## src/hw/pdrds_cfg.svh

```systemverilog
// constants for the power-down/reference and drive-style register bank
`ifndef PDRDS_CFG_SVH
`define PDRDS_CFG_SVH
`define PDRDS_PD_RESET 16'h0000
`define PDRDS_DS_RESET 16'h0000
`define PDRDS_PD_MASK 16'h07FF
`define PDRDS_DS_MASK 16'h00FF
`define PDRDS_BIT_GLOBAL_PD 10
`define PDRDS_BIT_REF_EN 9
`endif

```

## src/hw/pdrds_pkg.sv

```systemverilog
// types for the power-down/reference and drive-style register bank
package pdrds_pkg;
   // register write port bundle coming from the serial-link decoder
   typedef struct packed {
      logic pd_we;
      logic ds_we;
      logic [15:0] wdata;
   } pdrds_wr_t;
   // analog power controls
   typedef struct packed {
      logic adc_on;
      logic ref_on;
      logic [7:0] dac_on;
   } pdrds_pwr_t;
endpackage : pdrds_pkg

```

## src/hw/pdrds_top.sv

```systemverilog
// register bank for power-down/reference control and output drive style
`timescale 1ns/1ps
`default_nettype none
`include "pdrds_cfg.svh"
module pdrds_top #(
   parameter int CHANNELS = 8
) (
   input wire logic clk_sys,
   input wire logic reset,
   input wire pdrds_pkg::pdrds_wr_t wr,
   input wire logic [7:0] is_dac,
   input wire logic [7:0] gpo_select,
   input wire logic [7:0] gpo_data,
   output logic [15:0] pd_rdata,
   output logic [15:0] ds_rdata,
   output pdrds_pkg::pdrds_pwr_t pwr,
   output logic vref_pin_en,
   output logic [7:0] pin_out,
   output logic [7:0] pin_oe
);
   // the bit map of both registers fixes eight channels; any other count cannot be served
   if (CHANNELS != 8) begin : g_bad_channels
      $error("pdrds_top supports exactly eight channels");
   end

   // stored register contents and their next values
   logic [15:0] pd_q;
   logic [15:0] pd_d;
   logic [15:0] ds_q;
   logic [15:0] ds_d;

   // next values of the registered outputs
   pdrds_pkg::pdrds_pwr_t pwr_d;
   logic [7:0] out_d;
   logic [7:0] oe_d;
   logic vref_d;

   // register writes; reserved bits masked so they never store
   always_comb begin
      pd_d = pd_q;
      ds_d = ds_q;
      if (wr.pd_we) begin
         pd_d = wr.wdata & `PDRDS_PD_MASK;
      end
      if (wr.ds_we) begin
         ds_d = wr.wdata & `PDRDS_DS_MASK;
      end
   end

   // power decisions; global power-down dominates everything
   always_comb begin
      pwr_d.adc_on = !pd_q[`PDRDS_BIT_GLOBAL_PD];
      pwr_d.ref_on = !pd_q[`PDRDS_BIT_GLOBAL_PD] && pd_q[`PDRDS_BIT_REF_EN];
      vref_d = pwr_d.ref_on;
      for (int i = 0; i < CHANNELS; i++) begin
         // sleep only counts for DAC-configured channels
         pwr_d.dac_on[i] = is_dac[i] && !pd_q[`PDRDS_BIT_GLOBAL_PD] && !pd_q[i];
      end
   end

   // pin drivers: open-drain only drives low, push/pull drives both levels
   always_comb begin
      for (int i = 0; i < CHANNELS; i++) begin
         out_d[i] = gpo_data[i];
         if (!gpo_select[i]) begin
            oe_d[i] = 1'b0; // pin owned by other functions
         end else if (ds_q[i]) begin
            out_d[i] = 1'b0;
            oe_d[i] = !gpo_data[i];
         end else begin
            oe_d[i] = 1'b1;
         end
      end
   end

   // all state and outputs registered; reset gives zeros
   always_ff @(posedge clk_sys) begin
      if (reset) begin
         pd_q <= `PDRDS_PD_RESET;
         ds_q <= `PDRDS_DS_RESET;
         pwr <= '0;
         vref_pin_en <= 1'b0;
         pin_out <= 8'h00;
         pin_oe <= 8'h00;
         pd_rdata <= 16'h0000;
         ds_rdata <= 16'h0000;
      end else begin
         pd_q <= pd_d;
         ds_q <= ds_d;
         pwr <= pwr_d;
         vref_pin_en <= vref_d;
         pin_out <= out_d;
         pin_oe <= oe_d;
         pd_rdata <= pd_q; // one cycle behind the register
         ds_rdata <= ds_q;
      end
   end

   chk_global_global_power_down: assert property (@(posedge clk_sys) disable iff (reset)
      $past(pd_q[10]) |-> (pwr.adc_on == 1'b0 && pwr.ref_on == 1'b0 && pwr.dac_on == 8'h00))
      else $error("global power-down not honoured");
   chk_ref_follow_en: assert property (@(posedge clk_sys) disable iff (reset)
      !$past(pd_q[10]) |-> (pwr.ref_on == $past(pd_q[9])))
      else $error("reference does not follow enable");
   chk_vref_pin_ref: assert property (@(posedge clk_sys) disable iff (reset)
      vref_pin_en == pwr.ref_on)
      else $error("reference pin mismatch");
   chk_dac_sleep_bit: assert property (@(posedge clk_sys) disable iff (reset)
      (!pd_q[10] && is_dac[0] && pd_q[0]) |=> !pwr.dac_on[0])
      else $error("dac0 sleep ignored");
   chk_pd_reset_zero: assert property (@(posedge clk_sys)
      $past(reset) |-> (pd_q == 16'h0000 && ds_q == 16'h0000))
      else $error("registers not zero after reset");
   chk_od_never_high: assert property (@(posedge clk_sys) disable iff (reset)
      ($past(ds_q[1]) && $past(gpo_select[1])) |-> !(pin_oe[1] && pin_out[1]))
      else $error("open-drain pin drove high");
   chk_pp_drives: assert property (@(posedge clk_sys) disable iff (reset)
      (!ds_q[2] && gpo_select[2]) |=> (pin_oe[2] && pin_out[2] == $past(gpo_data[2])))
      else $error("push/pull pin not driven");
   chk_unsel_no_drive: assert property (@(posedge clk_sys) disable iff (reset)
      !gpo_select[3] |=> !pin_oe[3])
      else $error("unselected pin driven");
   chk_reserved_zero: assert property (@(posedge clk_sys) disable iff (reset)
      pd_rdata[15:11] == 5'h00 && ds_rdata[15:8] == 8'h00)
      else $error("reserved bits read nonzero");
   cov_global_pd: cover property (@(posedge clk_sys) disable iff (reset) pd_q[10]);
   cov_ref_on: cover property (@(posedge clk_sys) disable iff (reset) pwr.ref_on);
   cov_open_drain: cover property (@(posedge clk_sys) disable iff (reset) ds_q[0] && gpo_select[0]);
   cov_dac_sleep: cover property (@(posedge clk_sys) disable iff (reset) is_dac[1] && pd_q[1] && !pd_q[10]);
   cov_push_pull: cover property (@(posedge clk_sys) disable iff (reset) !ds_q[4] && gpo_select[4]);

   // outputs still show the reset zeros at the first edge after release,
   // so the checks below that expect a powered state skip that one edge

   // the ADC has no enable of its own; only the global bit gates it
   chk_adc_global_only: assert property (@(posedge clk_sys) disable iff (reset)
      !$past(reset) |-> (pwr.adc_on == !$past(pd_q[10])))
      else $error("adc power does not follow global bit");

   // a cleared enable must keep reference and its pin off
   chk_ref_off_disabled: assert property (@(posedge clk_sys) disable iff (reset)
      !$past(pd_q[9]) |-> (!pwr.ref_on && !vref_pin_en))
      else $error("reference powered while disabled");

   // a set enable without global power-down brings reference and pin up
   chk_ref_on_enabled: assert property (@(posedge clk_sys) disable iff (reset)
      (!$past(reset) && $past(pd_q[9]) && !$past(pd_q[10])) |-> (pwr.ref_on && vref_pin_en))
      else $error("reference not powered while enabled");

   // a power-down write stores its data with the reserved bits cleared
   chk_pd_write_lands: assert property (@(posedge clk_sys) disable iff (reset)
      wr.pd_we |=> (pd_q == ($past(wr.wdata) & `PDRDS_PD_MASK)))
      else $error("power-down write not stored");

   // a drive-style write stores its data with the reserved bits cleared
   chk_ds_write_lands: assert property (@(posedge clk_sys) disable iff (reset)
      wr.ds_we |=> (ds_q == ($past(wr.wdata) & `PDRDS_DS_MASK)))
      else $error("drive-style write not stored");

   // reserved positions never hold a one in either stored register
   chk_reserved_store: assert property (@(posedge clk_sys) disable iff (reset)
      pd_q[15:11] == 5'h00 && ds_q[15:8] == 8'h00)
      else $error("reserved bits stored nonzero");

   // readback trails the register by exactly one edge
   chk_readback_lag: assert property (@(posedge clk_sys) disable iff (reset)
      !$past(reset) |-> (pd_rdata == $past(pd_q) && ds_rdata == $past(ds_q)))
      else $error("readback does not trail register");

   // per-channel checks; the channel 0 to 3 checks above are kept as quick smoke checks
   for (genvar ch = 0; ch < CHANNELS; ch++) begin : g_chan_chk

      // a slept channel is never powered
      chk_dac_sleep_chan: assert property (@(posedge clk_sys) disable iff (reset)
         $past(pd_q[ch]) |-> !pwr.dac_on[ch])
         else $error("slept dac channel powered");

      // an awake DAC channel is powered when the global bit is clear
      chk_dac_awake_chan: assert property (@(posedge clk_sys) disable iff (reset)
         (!$past(reset) && $past(is_dac[ch]) && !$past(pd_q[10]) && !$past(pd_q[ch])) |-> pwr.dac_on[ch])
         else $error("awake dac channel not powered");

      // a channel used for something else reports no DAC power
      chk_non_dac_off: assert property (@(posedge clk_sys) disable iff (reset)
         !$past(is_dac[ch]) |-> !pwr.dac_on[ch])
         else $error("non-dac channel reports power");

      // open-drain pulls low when the data is low
      chk_od_pull_low: assert property (@(posedge clk_sys) disable iff (reset)
         (!$past(reset) && $past(gpo_select[ch]) && $past(ds_q[ch]) && !$past(gpo_data[ch]))
         |-> (pin_oe[ch] && !pin_out[ch]))
         else $error("open-drain pin not pulled low");

      // open-drain releases the pin when the data is high
      chk_od_release: assert property (@(posedge clk_sys) disable iff (reset)
         ($past(gpo_select[ch]) && $past(ds_q[ch]) && $past(gpo_data[ch])) |-> !pin_oe[ch])
         else $error("open-drain pin not released");

      // push/pull drives the data level on a selected pin
      chk_pp_level: assert property (@(posedge clk_sys) disable iff (reset)
         (!$past(reset) && $past(gpo_select[ch]) && !$past(ds_q[ch]))
         |-> (pin_oe[ch] && pin_out[ch] == $past(gpo_data[ch])))
         else $error("push/pull pin level wrong");

      // drive style is ignored on pins that are not outputs
      chk_unsel_release: assert property (@(posedge clk_sys) disable iff (reset)
         !$past(gpo_select[ch]) |-> !pin_oe[ch])
         else $error("unselected pin driven");
   end
endmodule : pdrds_top
`default_nettype wire

```

## config.mk

```make
export PLATFORM = sky130hd
export DESIGN_NAME = pdrds_top
export DESIGN_NICKNAME = d
export VERILOG_FILES = /design/src/hw/pdrds_pkg.sv /design/src/hw/pdrds_top.sv
export VERILOG_INCLUDE_DIRS = /design/src /design/src/hw
export SDC_FILE = /design/constraint.sdc
export NUM_CORES = 1
export LEC_CHECK = 0
export BUFFER_PORTS_ARGS = -buffer_cell sky130_fd_sc_hd__buf_2
export CORE_ASPECT_RATIO = 0.9
export CORE_MARGIN = 2
export CORE_UTILIZATION = 40
export DETAILED_ROUTE_END_ITERATION = 16
export HOLD_SLACK_MARGIN = 0.03
export PLACE_DENSITY = 0.78
export SYNTH_ARGS = -nofsm -noshare
export SYNTH_HDL_FRONTEND = slang
export SYNTH_SLANG_ARGS = --single-unit
```

## constraint.sdc

```tcl
create_clock -name clk_sys -period 0.9 [get_ports clk_sys]
set_input_delay 0.18 -clock clk_sys [delete_from_list [all_inputs] [get_ports clk_sys]]
set_output_delay 0.18 -clock clk_sys [all_outputs]
set_load 0.01 [all_outputs]
```

==> metrics <==
largest net degree at the start of global routing 30; Clk network pwr share between 30% and 40%; num ports between 100 and 150; vias in the first global route 1,507; # DRC 0; row cnt 25; DR iter-0 viols 31; final antenna-violating net count 0; Pleak around 1.5 nW; drt wl/cell approximately 12 um; Root Driver clkbuf_8; combinational share of power 11.0%; synth warn 0; violated checks negative setup slack; status complete, but fails checks; Crit path arrival time roughly 800 ps; total gr overflow 0; Worst Slack Setup Final -83.3 ps; switching power approximately 0.0015 W; GR Util All Layers 15.7%; nets about 330; die span in x around 81 um; Layout area overhead 47.4%; ANT cells 0; synthesized flop and latch total between 60 and 70; crit-path cells buf_2; CTS tree done; initial antenna violation count 0; latest clock arrival within the worst-skew pair 330 ps; Max Slew Vio Count 0; die area 5900 sq um; layout cells sized above 1 approximately half; Worst Path Required 720 ps; hold path cells 2; Peak VDD IR approximately 1.2 mV; Mapped Cells 188; Worst R2R Start pd_q[10]; DR vias between 1.5k and 2k; Internal ~0.0048 W; Seq pwr share roughly half; Port-buffer cells 84; total power roughly 0.0063 W; period utilization 109%; CP endpoint kind output port; GPL Wtd Cong between 0.6 and 0.7; slowest CP cell dfxtp_1; Min Hold Slack ~27 ps; via/cell ratio 4.36; Initial Util approximately two fifths; switching part of the total roughly a quarter; Total Wirelength about 4.5 mm; fillers roughly 440; Final Hold Vio Count 0; first-pass GRT wire length a little under 7 mm; Period minus WS final approximately 980 ps; final-report setup violation count 55; R2R Path End pwr[7]; Buffers & Inverters on Critical Path 1; Reg area about 1300 sq um; DP Wirelength 2.94 mm; Pwr per Cell Area about 2000 nW/um^2; CORE AREA 5190 sq um; sequential cell area fraction in the yosys report about three fifths; R2R setup slack -60 ps; R2R depth 3; RSZ-0062 raised after global routing yes; Startpoint Class register; Sink Count 64; Post-Syn Area 2120 sq um; Worst Setup SP pwr[1]; multi-input logic area approximately 680 sq um; critical path type register to output port; max-cap violation count 0; Hold Path Sink pin_oe[1]; Max Clk Rate between 1000 and 1500 MHz; top cell family by delay on the critical path flip-flops; Num CTS Buffers 9; crit-path max cell delay ~330 ps; Die Y ~73 um; Worst Path Max Fanout 1; library cells used by synthesis 15; Detailed Routing Iterations Pass 1 4; most frequent cells in the layout buf_2, dfxtp_1, dfxtp_2, buf_6; commonest non-fill, non-tap cell in the layout buf_2; Reg clk slew, reported paths about 70 ps; Post-Route Skew 4.21 ps; Max clock buf depth 2; worst hold start gpo_data[1]; Max H-tree Level 3; Hold Crit Class input pin to register; post-synthesis average cell area approximately 11 sq um
sequential cells by signal, indices dropped and copies added, names as in the netlist:
name         count
pin_oe           8
vref_pin_en      1
ds_q             8
ds_rdata         8
pwr              9
pin_out          8
pd_rdata        11
pd_q            11
worst max-delay path by stage:
stage          endpoint  slack (ps)  depth (start not counted)
2_1_floorplan    pwr[0]          20                          3
3_3_place_gp     pwr[3]         -20                          3
3_5_place_dp     pwr[7]         -70                          3
4_1_cts          pwr[8]         -80                          1
5_1_grt          pwr[1]         -90                          1
6_report         pwr[1]         -80                          1
power by group through the flow:
stage | clock (W) | sequential, W | combinational [W]
after global routing | 0.00266 | 0.00309 | 0.000752
after detailed placement | 0 | 0.00311 | 0.000554
after floorplan | 0 | 0.00316 | 0.000294
after CTS | 0.00256 | 0.00306 | 0.000637
final | 0.00249 | 0.00308 | 0.000686
after global placement | 0 | 0.00311 | 0.000541
per-layer routing:
| metal | track usage (%) | wire length (um) |
|---|---|---|
| met5 | 0 | 0 |
| met4 | 9.60 | 81 |
| met3 | 4.95 | 375 |
| met2 | 25.6 | 2210 |
| met1 | 17.9 | 1800 |
through the flow:
stage / cells / TNS [ps] / cell area, sq um / util, % / setup slack [ps]
floorplan: 200 / 0 / 2170 / - / 21.6
global placement: 333 / -126 / 2570 / 49.6 / -17.7
detailed placement: 333 / -391 / 2570 / 49.6 / -74.2
CTS: 362 / -3050 / 2970 / 57.3 / -77.3
global route: 362 / -3590 / 3130 / 60.2 / -92.0
finish: 362 / -2150 / 3130 / 60.2 / -83.3
logic make-up after synthesis:
logic type	synth area share, %
AO/OA/AOI/OAI	5.66
AND/OR/NAND/NOR	14.3
other	0.177
multiplexers	8.97
buffers and inverters	10.5
flip-flops	60.4
cell usage after synthesis:
cell	n	area, sq um
buf_2	1	5.00
nor2b_1	19	119
a211oi_1	16	120
buf_6	2	22.5
inv_2	1	3.75
conb_1	1	3.75
dfxtp_1	64	1280
nor3b_2	8	100
inv_1	16	60.1
and2_1	1	6.26
buf_4	15	113
or2_1	1	6.26
clkbuf_1	5	18.8
mux2i_1	19	190
nor2_1	19	71.3
cell type report:
cell class,instances,area share (%)
Sequential cell,64,42.0
Timing Repair Buffer,102,24.9
Multi-Input combinational cell,96,21.7
Clock buffer,11,4.84
Tap cell,67,2.68
Inverter,17,2.20
Clock inverter,5,1.76
what timing repair did:
action,CTS,global route
hold buffers,11,0
setup buffers,1,0
endpoints found under the setup margin,55,57
resized for setup,14,41
pin swaps,6,3
gates cloned,1,0
hold endpoints to repair,11,0
Power figures use the tool's default switching activity.
